==> src/logic/mlbe_pkg.sv <==
// Shared types and constants for the logic, branch and bit execution unit.
// Assumes the fetch stage hands over one decoded instruction at a time.
package mlbe_pkg;

  // ****************************************
  // Constants
  // ****************************************
  localparam logic [15:0] PC_RESET      = 16'h0000;
  localparam logic [7:0]  SP_RESET      = 8'h07;
  localparam logic [7:0]  ACC_RESET     = 8'h00;
  localparam logic [3:0]  BIT_AREA_BASE = 4'h2;
  localparam logic [15:0] LEN_TWO       = 16'h0002;
  localparam logic [15:0] LEN_THREE     = 16'h0003;

  // ****************************************
  // Types
  // ****************************************
  typedef enum logic [5:0] {
    logic_or_op, logic_or_to_dir_op, logic_xor_op, logic_xor_to_dir_op,
    clear_op, invert_op, rotate_left_op, rotate_left_thru_carry_op,
    rotate_right_op, rotate_right_thru_carry_op, page_call_op, long_call_op,
    subroutine_return_op, interrupt_return_op, page_jump_op, long_jump_op,
    relative_jump_op, indirect_jump_op, branch_acc_zero_op,
    branch_acc_nonzero_op, compare_branch_op, decrement_branch_op,
    clear_carry_op, set_carry_op, invert_carry_op, clear_bit_op, set_bit_op,
    invert_bit_op, and_carry_bit_op, and_carry_nbit_op, or_carry_bit_op,
    or_carry_nbit_op, bit_to_carry_op, carry_to_bit_op, branch_carry_set_op,
    branch_carry_clear_op, branch_bit_set_op, branch_bit_clear_op,
    branch_and_clear_bit_op, no_operation
  } mlbe_op_t;

  typedef enum logic [1:0] {SRC_REG, SRC_DIR, SRC_IND, SRC_IMM} mlbe_src_t;

  typedef enum logic {EXEC_FIRST, EXEC_SECOND} mlbe_phase_t;

  typedef struct packed {
    mlbe_op_t    op;
    mlbe_src_t   src;
    logic [2:0]  reg_sel;
    logic [7:0]  dir;
    logic [7:0]  imm;
    logic [7:0]  rel;
    logic [7:0]  bit_addr;
    logic [15:0] addr;
    logic [1:0]  len;
  } mlbe_instr_t;

  // ****************************************
  // Decode helpers
  // ****************************************
  // True for instructions that hold the unit for a second cycle.
  function automatic logic mlbe_two_cycle(mlbe_instr_t i);
    case (i.op)
      logic_or_to_dir_op, logic_xor_to_dir_op: return i.src == SRC_IMM;
      logic_or_op, logic_xor_op, clear_op, invert_op, rotate_left_op,
      rotate_left_thru_carry_op, rotate_right_op, rotate_right_thru_carry_op,
      clear_carry_op, set_carry_op, invert_carry_op, clear_bit_op,
      set_bit_op, invert_bit_op, bit_to_carry_op, no_operation: return 1'b0;
      default: return 1'b1;
    endcase
  endfunction : mlbe_two_cycle

  // True for instructions whose operand is one addressable bit.
  function automatic logic mlbe_is_bit(mlbe_op_t op);
    case (op)
      clear_bit_op, set_bit_op, invert_bit_op, and_carry_bit_op,
      and_carry_nbit_op, or_carry_bit_op, or_carry_nbit_op, bit_to_carry_op,
      carry_to_bit_op, branch_bit_set_op, branch_bit_clear_op,
      branch_and_clear_bit_op: return 1'b1;
      default: return 1'b0;
    endcase
  endfunction : mlbe_is_bit

endpackage : mlbe_pkg

==> src/logic/mlbe_exec_unit.sv <==
// Execution unit for logic, rotate, branch, call and bit instructions.
// Assumes an asynchronous-read data memory that captures writes on the edge.
`timescale 1ns/10ps
`default_nettype none
module mlbe_exec_unit
  import mlbe_pkg::*;
(
  // Clock and reset.
  input  wire logic        ref_clk,
  input  wire logic        reset_n,
  // Instruction hand-off from fetch.
  input  wire logic        instr_valid,
  input  wire mlbe_instr_t instr,
  output logic             instr_ready,
  output logic [15:0]      pc,
  // Core state.
  input  wire logic [15:0] data_pointer,
  output logic [7:0]       acc,
  output logic             carry,
  output logic [7:0]       stack_pointer,
  output logic             intr_return_pulse,
  // Data memory, stack and bit space.
  output logic [7:0]       rd0_addr,
  input  wire logic [7:0]  rd0_data,
  output logic [7:0]       rd1_addr,
  input  wire logic [7:0]  rd1_data,
  output logic             wr_en,
  output logic [7:0]       wr_addr,
  output logic [7:0]       wr_data
);

  // ****************************************
  // State and decode
  // ****************************************
  logic [7:0]  acc_q, acc_d, sp_q, sp_d, tmp_q, tmp_d;
  logic        carry_q, carry_d, interrupt_return_op_q, interrupt_return_op_d;
  logic [15:0] pc_q, pc_d, ret_q, ret_d;
  mlbe_phase_t phase_q, phase_d;
  mlbe_instr_t held_q, cur;
  logic        second, go, issue, bit_val;
  logic [7:0]  opnd, bit_byte, oaddr, dir_src, cmp_a, cmp_b, dec;
  logic [15:0] pc_seq, pc_p2, pc_p3, rel_ext;

  // The second cycle replays the held instruction so fetch may move on.
  assign second      = phase_q == EXEC_SECOND;
  assign cur         = second ? held_q : instr;
  assign issue       = instr_valid && !second;
  assign go          = issue || second;
  assign instr_ready = !second;
  assign pc          = pc_q;
  assign acc         = acc_q;
  assign carry       = carry_q;
  assign stack_pointer     = sp_q;
  assign intr_return_pulse = interrupt_return_op_q;

  // Sequential and relative targets.
  assign pc_seq  = pc_q + {14'h0000, cur.len};
  assign pc_p2   = pc_q + LEN_TWO;
  assign pc_p3   = pc_q + LEN_THREE;
  assign rel_ext = {{8{cur.rel[7]}}, cur.rel};

  // Operand addressing; indirect uses the pointer read on port 0.
  always_comb begin
    bit_byte = cur.bit_addr[7] ? {cur.bit_addr[7:3], 3'h0}
                               : {BIT_AREA_BASE, cur.bit_addr[6:3]};
    case (cur.src)
      SRC_REG: oaddr = {5'h00, cur.reg_sel};
      SRC_IND: oaddr = {7'h00, cur.reg_sel[0]};
      default: oaddr = cur.dir;
    endcase
    if (mlbe_is_bit(cur.op)) begin
      rd0_addr = bit_byte;
    end else if (cur.op == subroutine_return_op || cur.op == interrupt_return_op) begin
      rd0_addr = sp_q;
    end else begin
      rd0_addr = oaddr;
    end
  end

  // Operand values seen by the datapath.
  assign rd1_addr = rd0_data;
  assign opnd     = (cur.src == SRC_IND) ? rd1_data :
                    (cur.src == SRC_IMM) ? cur.imm : rd0_data;
  assign dir_src  = (cur.src == SRC_IMM) ? cur.imm : acc_q;
  assign bit_val  = rd0_data[cur.bit_addr[2:0]];
  assign cmp_a    = (cur.src == SRC_DIR || cur.src == SRC_IMM) ? acc_q : opnd;
  assign cmp_b    = (cur.src == SRC_DIR) ? rd0_data : cur.imm;
  assign dec      = rd0_data - 8'h01;

  // ****************************************
  // Execute
  // ****************************************
  // Read-modify-write happens in one cycle because memory reads are
  // combinational; the second cycle moves stack data only for calls and returns.
  always_comb begin
    acc_d = acc_q;
    carry_d = carry_q;
    sp_d = sp_q;
    pc_d = pc_q;
    tmp_d = tmp_q;
    ret_d = ret_q;
    interrupt_return_op_d = 1'b0;
    phase_d = EXEC_FIRST;
    wr_en = 1'b0;
    wr_addr = rd0_addr;
    wr_data = rd0_data;
    if (issue) begin
      if (mlbe_two_cycle(cur)) phase_d = EXEC_SECOND;
      pc_d = pc_seq;
      case (cur.op)
        logic_or_op: acc_d = acc_q | opnd;
        logic_xor_op: acc_d = acc_q ^ opnd;
        logic_or_to_dir_op: begin
          wr_en = 1'b1;
          wr_data = rd0_data | dir_src;
        end
        logic_xor_to_dir_op: begin
          wr_en = 1'b1;
          wr_data = rd0_data ^ dir_src;
        end
        clear_op: acc_d = 8'h00;
        invert_op: acc_d = ~acc_q;
        rotate_left_op: acc_d = {acc_q[6:0], acc_q[7]};
        rotate_right_op: acc_d = {acc_q[0], acc_q[7:1]};
        rotate_left_thru_carry_op: begin
          carry_d = acc_q[7];
          acc_d = {acc_q[6:0], carry_q};
        end
        rotate_right_thru_carry_op: begin
          carry_d = acc_q[0];
          acc_d = {carry_q, acc_q[7:1]};
        end
        page_call_op, long_call_op: begin
          ret_d = (cur.op == page_call_op) ? pc_p2 : pc_p3;
          sp_d = sp_q + 8'h01;
          wr_en = 1'b1;
          wr_addr = sp_d;
          wr_data = ret_d[7:0];
          pc_d = (cur.op == page_call_op) ? {pc_p2[15:11], cur.addr[10:0]}
                                          : cur.addr;
        end
        subroutine_return_op, interrupt_return_op: begin
          tmp_d = rd0_data;
          sp_d = sp_q - 8'h01;
          pc_d = pc_q;
        end
        page_jump_op: pc_d = {pc_p2[15:11], cur.addr[10:0]};
        long_jump_op: pc_d = cur.addr;
        relative_jump_op: pc_d = pc_p2 + rel_ext;
        indirect_jump_op: pc_d = {8'h00, acc_q} + data_pointer;
        branch_acc_zero_op: pc_d = pc_p2 + ((acc_q == 8'h00) ? rel_ext : 16'h0000);
        branch_acc_nonzero_op: pc_d = pc_p2 + ((acc_q != 8'h00) ? rel_ext : 16'h0000);
        compare_branch_op: begin
          carry_d = cmp_a < cmp_b;
          pc_d = pc_p3 + ((cmp_a != cmp_b) ? rel_ext : 16'h0000);
        end
        decrement_branch_op: begin
          wr_en = 1'b1;
          wr_data = dec;
          pc_d = pc_p2 + ((dec != 8'h00) ? rel_ext : 16'h0000);
        end
        clear_carry_op: carry_d = 1'b0;
        set_carry_op: carry_d = 1'b1;
        invert_carry_op: carry_d = ~carry_q;
        clear_bit_op, set_bit_op, invert_bit_op, carry_to_bit_op: begin
          wr_en = 1'b1;
          wr_data[cur.bit_addr[2:0]] = (cur.op == set_bit_op) ? 1'b1 :
                                       (cur.op == invert_bit_op) ? ~bit_val :
                                       (cur.op == carry_to_bit_op) ? carry_q
                                                                   : 1'b0;
        end
        and_carry_bit_op: carry_d = carry_q & bit_val;
        and_carry_nbit_op: carry_d = carry_q & ~bit_val;
        or_carry_bit_op: carry_d = carry_q | bit_val;
        or_carry_nbit_op: carry_d = carry_q | ~bit_val;
        bit_to_carry_op: carry_d = bit_val;
        branch_carry_set_op: pc_d = pc_p2 + (carry_q ? rel_ext : 16'h0000);
        branch_carry_clear_op: pc_d = pc_p2 + (!carry_q ? rel_ext : 16'h0000);
        branch_bit_set_op: pc_d = pc_p3 + (bit_val ? rel_ext : 16'h0000);
        branch_bit_clear_op: pc_d = pc_p3 + (!bit_val ? rel_ext : 16'h0000);
        branch_and_clear_bit_op: begin
          wr_en = bit_val;
          wr_data[cur.bit_addr[2:0]] = 1'b0;
          pc_d = pc_p3 + (bit_val ? rel_ext : 16'h0000);
        end
        default: pc_d = pc_seq;
      endcase
    end else if (second) begin
      case (cur.op)
        page_call_op, long_call_op: begin
          sp_d = sp_q + 8'h01;
          wr_en = 1'b1;
          wr_addr = sp_d;
          wr_data = ret_q[15:8];
        end
        subroutine_return_op, interrupt_return_op: begin
          pc_d = {tmp_q, rd0_data};
          sp_d = sp_q - 8'h01;
          interrupt_return_op_d = cur.op == interrupt_return_op;
        end
        default: pc_d = pc_q;
      endcase
    end
  end

  // ****************************************
  // Registers
  // ****************************************
  // Architectural accumulator and carry.
  always_ff @(posedge ref_clk or negedge reset_n) begin
    if (!reset_n) begin
      acc_q <= ACC_RESET;
      carry_q <= 1'b0;
    end else begin
      acc_q <= acc_d;
      carry_q <= carry_d;
    end
  end

  // Program counter and stack pointer.
  always_ff @(posedge ref_clk or negedge reset_n) begin
    if (!reset_n) begin
      pc_q <= PC_RESET;
      sp_q <= SP_RESET;
    end else begin
      pc_q <= pc_d;
      sp_q <= sp_d;
    end
  end

  // Sequencing state carried into the second cycle.
  always_ff @(posedge ref_clk or negedge reset_n) begin
    if (!reset_n) begin
      phase_q <= EXEC_FIRST;
      held_q <= '0;
      ret_q <= 16'h0000;
      tmp_q <= 8'h00;
      interrupt_return_op_q <= 1'b0;
    end else begin
      phase_q <= phase_d;
      if (issue) held_q <= instr;
      ret_q <= ret_d;
      tmp_q <= tmp_d;
      interrupt_return_op_q <= interrupt_return_op_d;
    end
  end
endmodule : mlbe_exec_unit
`default_nettype wire

==> config.mk <==
export PLATFORM = sky130hd
export DESIGN_NAME = mlbe_exec_unit
export DESIGN_NICKNAME = d
export VERILOG_FILES = /design/src/logic/mlbe_pkg.sv /design/src/logic/mlbe_exec_unit.sv
export SDC_FILE = /design/constraint.sdc
export NUM_CORES = 1
export LEC_CHECK = 0
export BUFFER_PORTS_ARGS = -buffer_cell sky130_fd_sc_hd__buf_2
export CAP_MARGIN = 20
export CELL_PAD_IN_SITES_DETAIL_PLACEMENT = 1
export CELL_PAD_IN_SITES_GLOBAL_PLACEMENT = 1
export CORE_UTILIZATION = 47
export DETAILED_ROUTE_END_ITERATION = 12
export GPL_ROUTABILITY_DRIVEN = 0
export GPL_TIMING_DRIVEN = 0
export PLACE_DENSITY = 0.87
export SYNTH_ARGS = -nofsm -noshare
export SYNTH_HDL_FRONTEND = slang
export SYNTH_SLANG_ARGS = --single-unit
==> constraint.sdc <==
create_clock -name ref_clk -period 7.9 [get_ports ref_clk]
set_input_delay 0.79 -clock ref_clk [delete_from_list [all_inputs] [get_ports ref_clk]]
set_output_delay 0.79 -clock ref_clk [all_outputs]
set_load 0.02 [all_outputs]
[Word-level counts from Yosys, hierarchy flattened]
Cells that the tools add are included.
Operators by class
  equality and inequality tests: 44
  muxes and demuxes: 56
  reduce and logical (&&, ||, !) cells: 27
  $add $sub $neg: 16
  bitwise gates (word level): 13
  magnitude comparators: 3
Operator list (count)
  $pmux W16 S14: 1
  $mux W16: 13
  $add A16 B16 Y16: 9
  $mux W8: 16
  $eq A6 B5 Y1 const B: 16
  $pmux W8 S8: 1
  $mux W61: 1
  $eq A6 B4 Y1 const B: 8
  $eq A6 B6 Y1 const B: 8
  $pmux W8 S6: 1
  $add A16 B2 Y16 const B: 2
  $pmux W8 S2: 2
  $eq A6 B3 Y1 const B: 4
  $reduce_bool A8 Y1: 3
  $add A16 B2 Y16: 1
  $add A8 B16 Y16: 1
  $not A8 Y8: 2
  $or A8 B8 Y8: 2
  $reduce_or A16 Y1: 1
  $sub A8 B1 Y8 const B: 2
  $xor A8 B8 Y8: 2
  $mux W1: 15
  $eq A6 B2 Y1 const B: 2
  $reduce_or A12 Y1: 1
  31 further kinds: 45
Storage, ports and cells
  bits in registers: 120
  word-level logic and storage cells: 176

[Depth between registers and ports, before layout]
  depth in word-level cells: 10
  mapped depth: 28

[Least setup slack after synthesis]
Ideal clock, no wire load.
  path type: flip-flop to flip-flop
  start: register phase_q
  end: register pc_q[15], in the netlist pc[15]
  slack: 2.481 ns
  arrival: 5.279 ns
  data required time: 7.760 ns
  clock period less this slack: 5.419 ns
  library setup time: 0.140 ns
  stages on the path, launching flop included: 25
  cells stage by stage: dfrtp_1 -> buf_6 -> buf_6 -> buf_4 -> nor2b_1 -> or2_2 -> clkbuf_1 -> clkbuf_1 -> clkbuf_1 -> o21ai_0 -> ha_1 -> nand4_1 -> nor2_1 -> a21oi_1 -> o21ai_1 -> nor2_1 -> ha_1 -> a211oi_1 -> o21ai_0 -> a31oi_1 -> a211oi_1 -> o41ai_1 -> xnor3_1 -> nand2_1 -> a31oi_1
Between the ends
  longest elaborated chain between the ends: 10
Ends and longest elaborated chain
  start, declared: RTL line mlbe_exec_unit.sv:38  | mlbe_phase_t phase_q, phase_d;
  start signal, assigned: RTL line mlbe_exec_unit.sv:240  | phase_q <= phase_d;
  $mux W61: RTL line mlbe_exec_unit.sv:46  | assign cur = second ? held_q : instr;
  $eq A2 B2 Y1: RTL line mlbe_exec_unit.sv:83, mlbe_exec_unit.sv:86
  $mux W8: RTL line mlbe_exec_unit.sv:83  | (cur.src == SRC_IMM) ? cur.imm : rd0_data;
  $mux W8: RTL line mlbe_exec_unit.sv:82  | assign opnd = (cur.src == SRC_IND) ? rd1_data :
  $mux W8: RTL line mlbe_exec_unit.sv:86  | assign cmp_a = (cur.src == SRC_DIR || cur.src == SRC_IMM) ? acc_q : opnd;
  $ne A8 B8 Y1: RTL line mlbe_exec_unit.sv:155  | pc_d = pc_p3 + ((cmp_a != cmp_b) ? rel_ext : 16'h0000);
  $mux W16: RTL line mlbe_exec_unit.sv:155
  $add A16 B16 Y16: RTL line mlbe_exec_unit.sv:155
  $pmux W16 S14: RTL line mlbe_exec_unit.sv:110  | case (cur.op)
  $mux W16: RTL line mlbe_exec_unit.sv:107  | if (issue) begin
  end signal, assigned: RTL line mlbe_exec_unit.sv:226  | pc_q <= pc_d;
  end, declared: RTL line mlbe_exec_unit.sv:37  | logic [15:0] pc_q, pc_d, ret_q, ret_d;
Several ways; a longest one is shown, not always the timed one. The select of a mux whose other input is x is not followed.
A chain may end at the register's enable or synchronous reset.

[Worst setup path in the final report]
Ends and elaborated chain as after synthesis.

==> metrics.md <==
| Metric | Value |
|---|---|
| Status | `complete, no violations` |
| Final #Nets | `between 1500 and 2000` |
| Gate Count Post-Synth | `about 1500` |
| Buffers and inverters on the worst path | `6` |
| I/O pin total | `about 160` |
| Synth-to-layout area growth | `13.7%` |
| Final Max Slew Viols | `0` |
| Simple-gate portion of the synthesized area | `0.220` |
| Worst-Skew Late Latency | `a little under 0.4 ns` |
| PD cells | `between 400 and 500 mW/mm2` |
| Tmin final | `around 7.7 ns` |
| TritonRoute pass-1 iters | `5` |
| Syn avg cell area | `around 7.7 um2` |
| Syn_nets | `1634` |
| Die area | `~0.025 mm2` |
| Largest family of logic cells by synthesized area | `compound AO/OA/AOI/OAI gates` |
| Vias after detailed routing | `about 12000` |
| Setup_tns | `0 ns` |
| Final Hold Violating Endpoints | `0` |
| Clock sinks | `around 110` |
| Critical path type | `reg -> reg` |
| Post-synthesis sequential area ratio | `0.238` |
| Placement Cell Area | `approximately 0.012 mm2` |
| Delay-heaviest family, CP | `compound AO/OA/AOI/OAI gates` |
| EDFF count, synth | `0` |
| Endpoint class of the critical path | `flip-flop` |
| Peak VDD IR | `between 0.2 and 0.3 mV` |
| Wire length per cell | `between 20 and 25 um` |
| Vias in the first global route | `~12000` |
| Largest cells by area after synthesis | `dfrtp_1 (23%), nand2_1 (9.8%), ha_1 (8.0%), xnor2_1 (4.1%), o21ai_0 (4.0%)` |
| Startpoint Class | `flip-flop` |
| FILL cells | `about 3000` |
| Rel. slew slack | `0.296` |
| Synth warn | `0` |
| Register bit total from synthesis | `107` |
| Setup-failing EPs final | `0` |
| Initial antenna violation count | `1` |
| Core area | `~0.023 mm2` |
| Clock Pin Slew Worst Setup and Hold Paths | `0.09 ns` |
| Footprint of the multi-input gates | `0.00796 mm2` |
| Largest net degree at the start of global routing | `between 80 and 90` |
| Max Buffers Root-to-Sink | `2` |
| Xor-xnor portion of the synthesized cell area | `0.0764` |
| Hold Crit Class | `in -> async` |
| Max incr delay on CP | `approximately 0.52 ns` |
| Area share of fa/ha/maj cells after synthesis | `0.0880` |
| Rows | `between 50 and 60` |
| Final Util | `0.545` |
| Number of diodes | `0` |
| Die Wd | `roughly 160 um` |
| GR Overflow Total | `0` |
| Post-CTS setup buffers | `0` |
| Most frequent cell after synthesis | `nand2_1` |
| Crit path max fanout | `10` |
| RSZ-0062 raised after global routing | `false` |
| Cell variety after synth | `between 90 and 100` |
| Cell area after layout | `roughly 0.013 mm2` |
| Vert. Die Dim | `157 um` |
| Max-cap viol count | `0` |
| Storage element area | `0.00268 mm2` |
| WP data arrival | `roughly 7.9 ns` |
| CTS tree | `done` |
| DR iter-0 viols | `1277` |
| Clock root buffer | `clkbuf_16` |
| Share of the synthesized area in the top cell type | `0.231` |
| WL final | `around 46000 um` |
| Total CTS buffers | `9` |
| Starting density of the core | `0.480` |
| Lkg Pwr | `approximately 5.9 nW` |
| DRC | `0` |
| Fmax | `131 MHz` |
| Drt via density | `approximately 6.4` |
| Post-synth top cells | `nand2_1 (294), nor2_1 (118), dfrtp_1 (104)` |
| Layout Skew | `0.0154 ns` |
| Share of cells above drive strength 1 | `0.172` |
| CP max stage cell | `o21ai_1` |
| Post-synthesis mux area share | `0.0868` |
| DP HPWL | `approximately 36000 um` |
| Async SR Flop Fraction | `1.00` |
| Htree depth | `3` |
| Tcrit/Tclk final | `0.970` |
| Compound-gate portion of the synthesized area | `0.234` |
| Global-route wire length before repair | `69600 um` |
| Area leader, netlist | `dfrtp_1` |
| Port Buffers | `between 150 and 200` |
| Detail Route Antenna Nets | `0` |
| Mapped Area | `between 0.01 and 0.015 mm2` |
| Ys flop type | `dfrtp_1` |
| Slew @ Worst Pin | `~1 ns` |
| GRT Resource Usage Total | `0.374` |
| Critical Path RT | `8.15 ns` |
power by group:
group,internal (W),switching (W),leakage (nW)
logic,0.00157,0.00280,4.42
registers,0.000782,0.000251,1.32
clock network,0.000230,0.000278,0.153
total,0.00258,0.00333,5.89
final cells by class:
type,count,share of cell area
Tap cell,319,0.0312
Multi-Input combinational cell,1213,0.621
Clock buffer,9,0.0176
Clock inverter,7,0.00694
Timing Repair Buffer,158,0.0640
Sequential cell,107,0.209
Inverter,46,0.0135
Buffer,96,0.0360
cells by family (layout without fill, tap and decap cells):
kind of cell	count (synthesis)	count (layout)
compound gates	392	392
xor+xnor	95	95
fa+ha+maj	77	77
flops	107	107
simple gates	561	561
mux	88	88
buf+inv	142	316
through the flow:
stage,worst slack (ns),hold slack (ns),total power (W),instances
CTS,0.267,0.267,0.00576,1955
global route,0.00792,0.281,0.00624,1955
detailed placement,0.285,0.461,0.00522,1939
floorplan,2.48,0.440,0.00391,1462
global placement,0.479,0.453,0.00506,1938
finish,0.240,0.262,0.00591,1955
metal layers:
metal,GRT usage,share of wire
met5,0,0.00028
met4,0.159,0.041
met3,0.0723,0.10
met2,0.585,0.44
met1,0.500,0.42
state kept, by name, indices dropped and copies added (netlist names):
name	cells
intr_return_pulse	1
acc	8
ret_q	8
pc	16
held_q	56
tmp_q	8
stack_pointer	8
carry	1
phase_q	1
worst paths after layout:
check	startpoint	end	slack (ns)	cells after the start
worst max-delay path	phase_q	pc[15]	0.24	25
worst min-delay path	reset_n	pc[13]	0.26	1
worst max register to register	phase_q	pc[15]	0.24	25
worst min register to register	held_q[16]	held_q[16]	0.48	2
max in group asynchronous	reset_n	stack_pointer[0]	6.86	2
min in group ref_clk	held_q[16]	held_q[16]	0.48	2
cells in the final DEF (no fill, tap or decap), types with 53 or more instances in the layout:
cell type,instances
buf_2,167
nand2_1,294
a21oi_1,85
xnor2_1,53
o21ai_0,91
clkbuf_1,60
dfrtp_1,104
nor2_1,118
ha_1,72
what timing repair did:
item / 4_1_cts / 5_1_grt
gates resized for setup: 0 / 2
setup endpoints to repair: 0 / 1
hold buffers: 0 / 0
No activity file was read; power rests on OpenSTA's default activity.
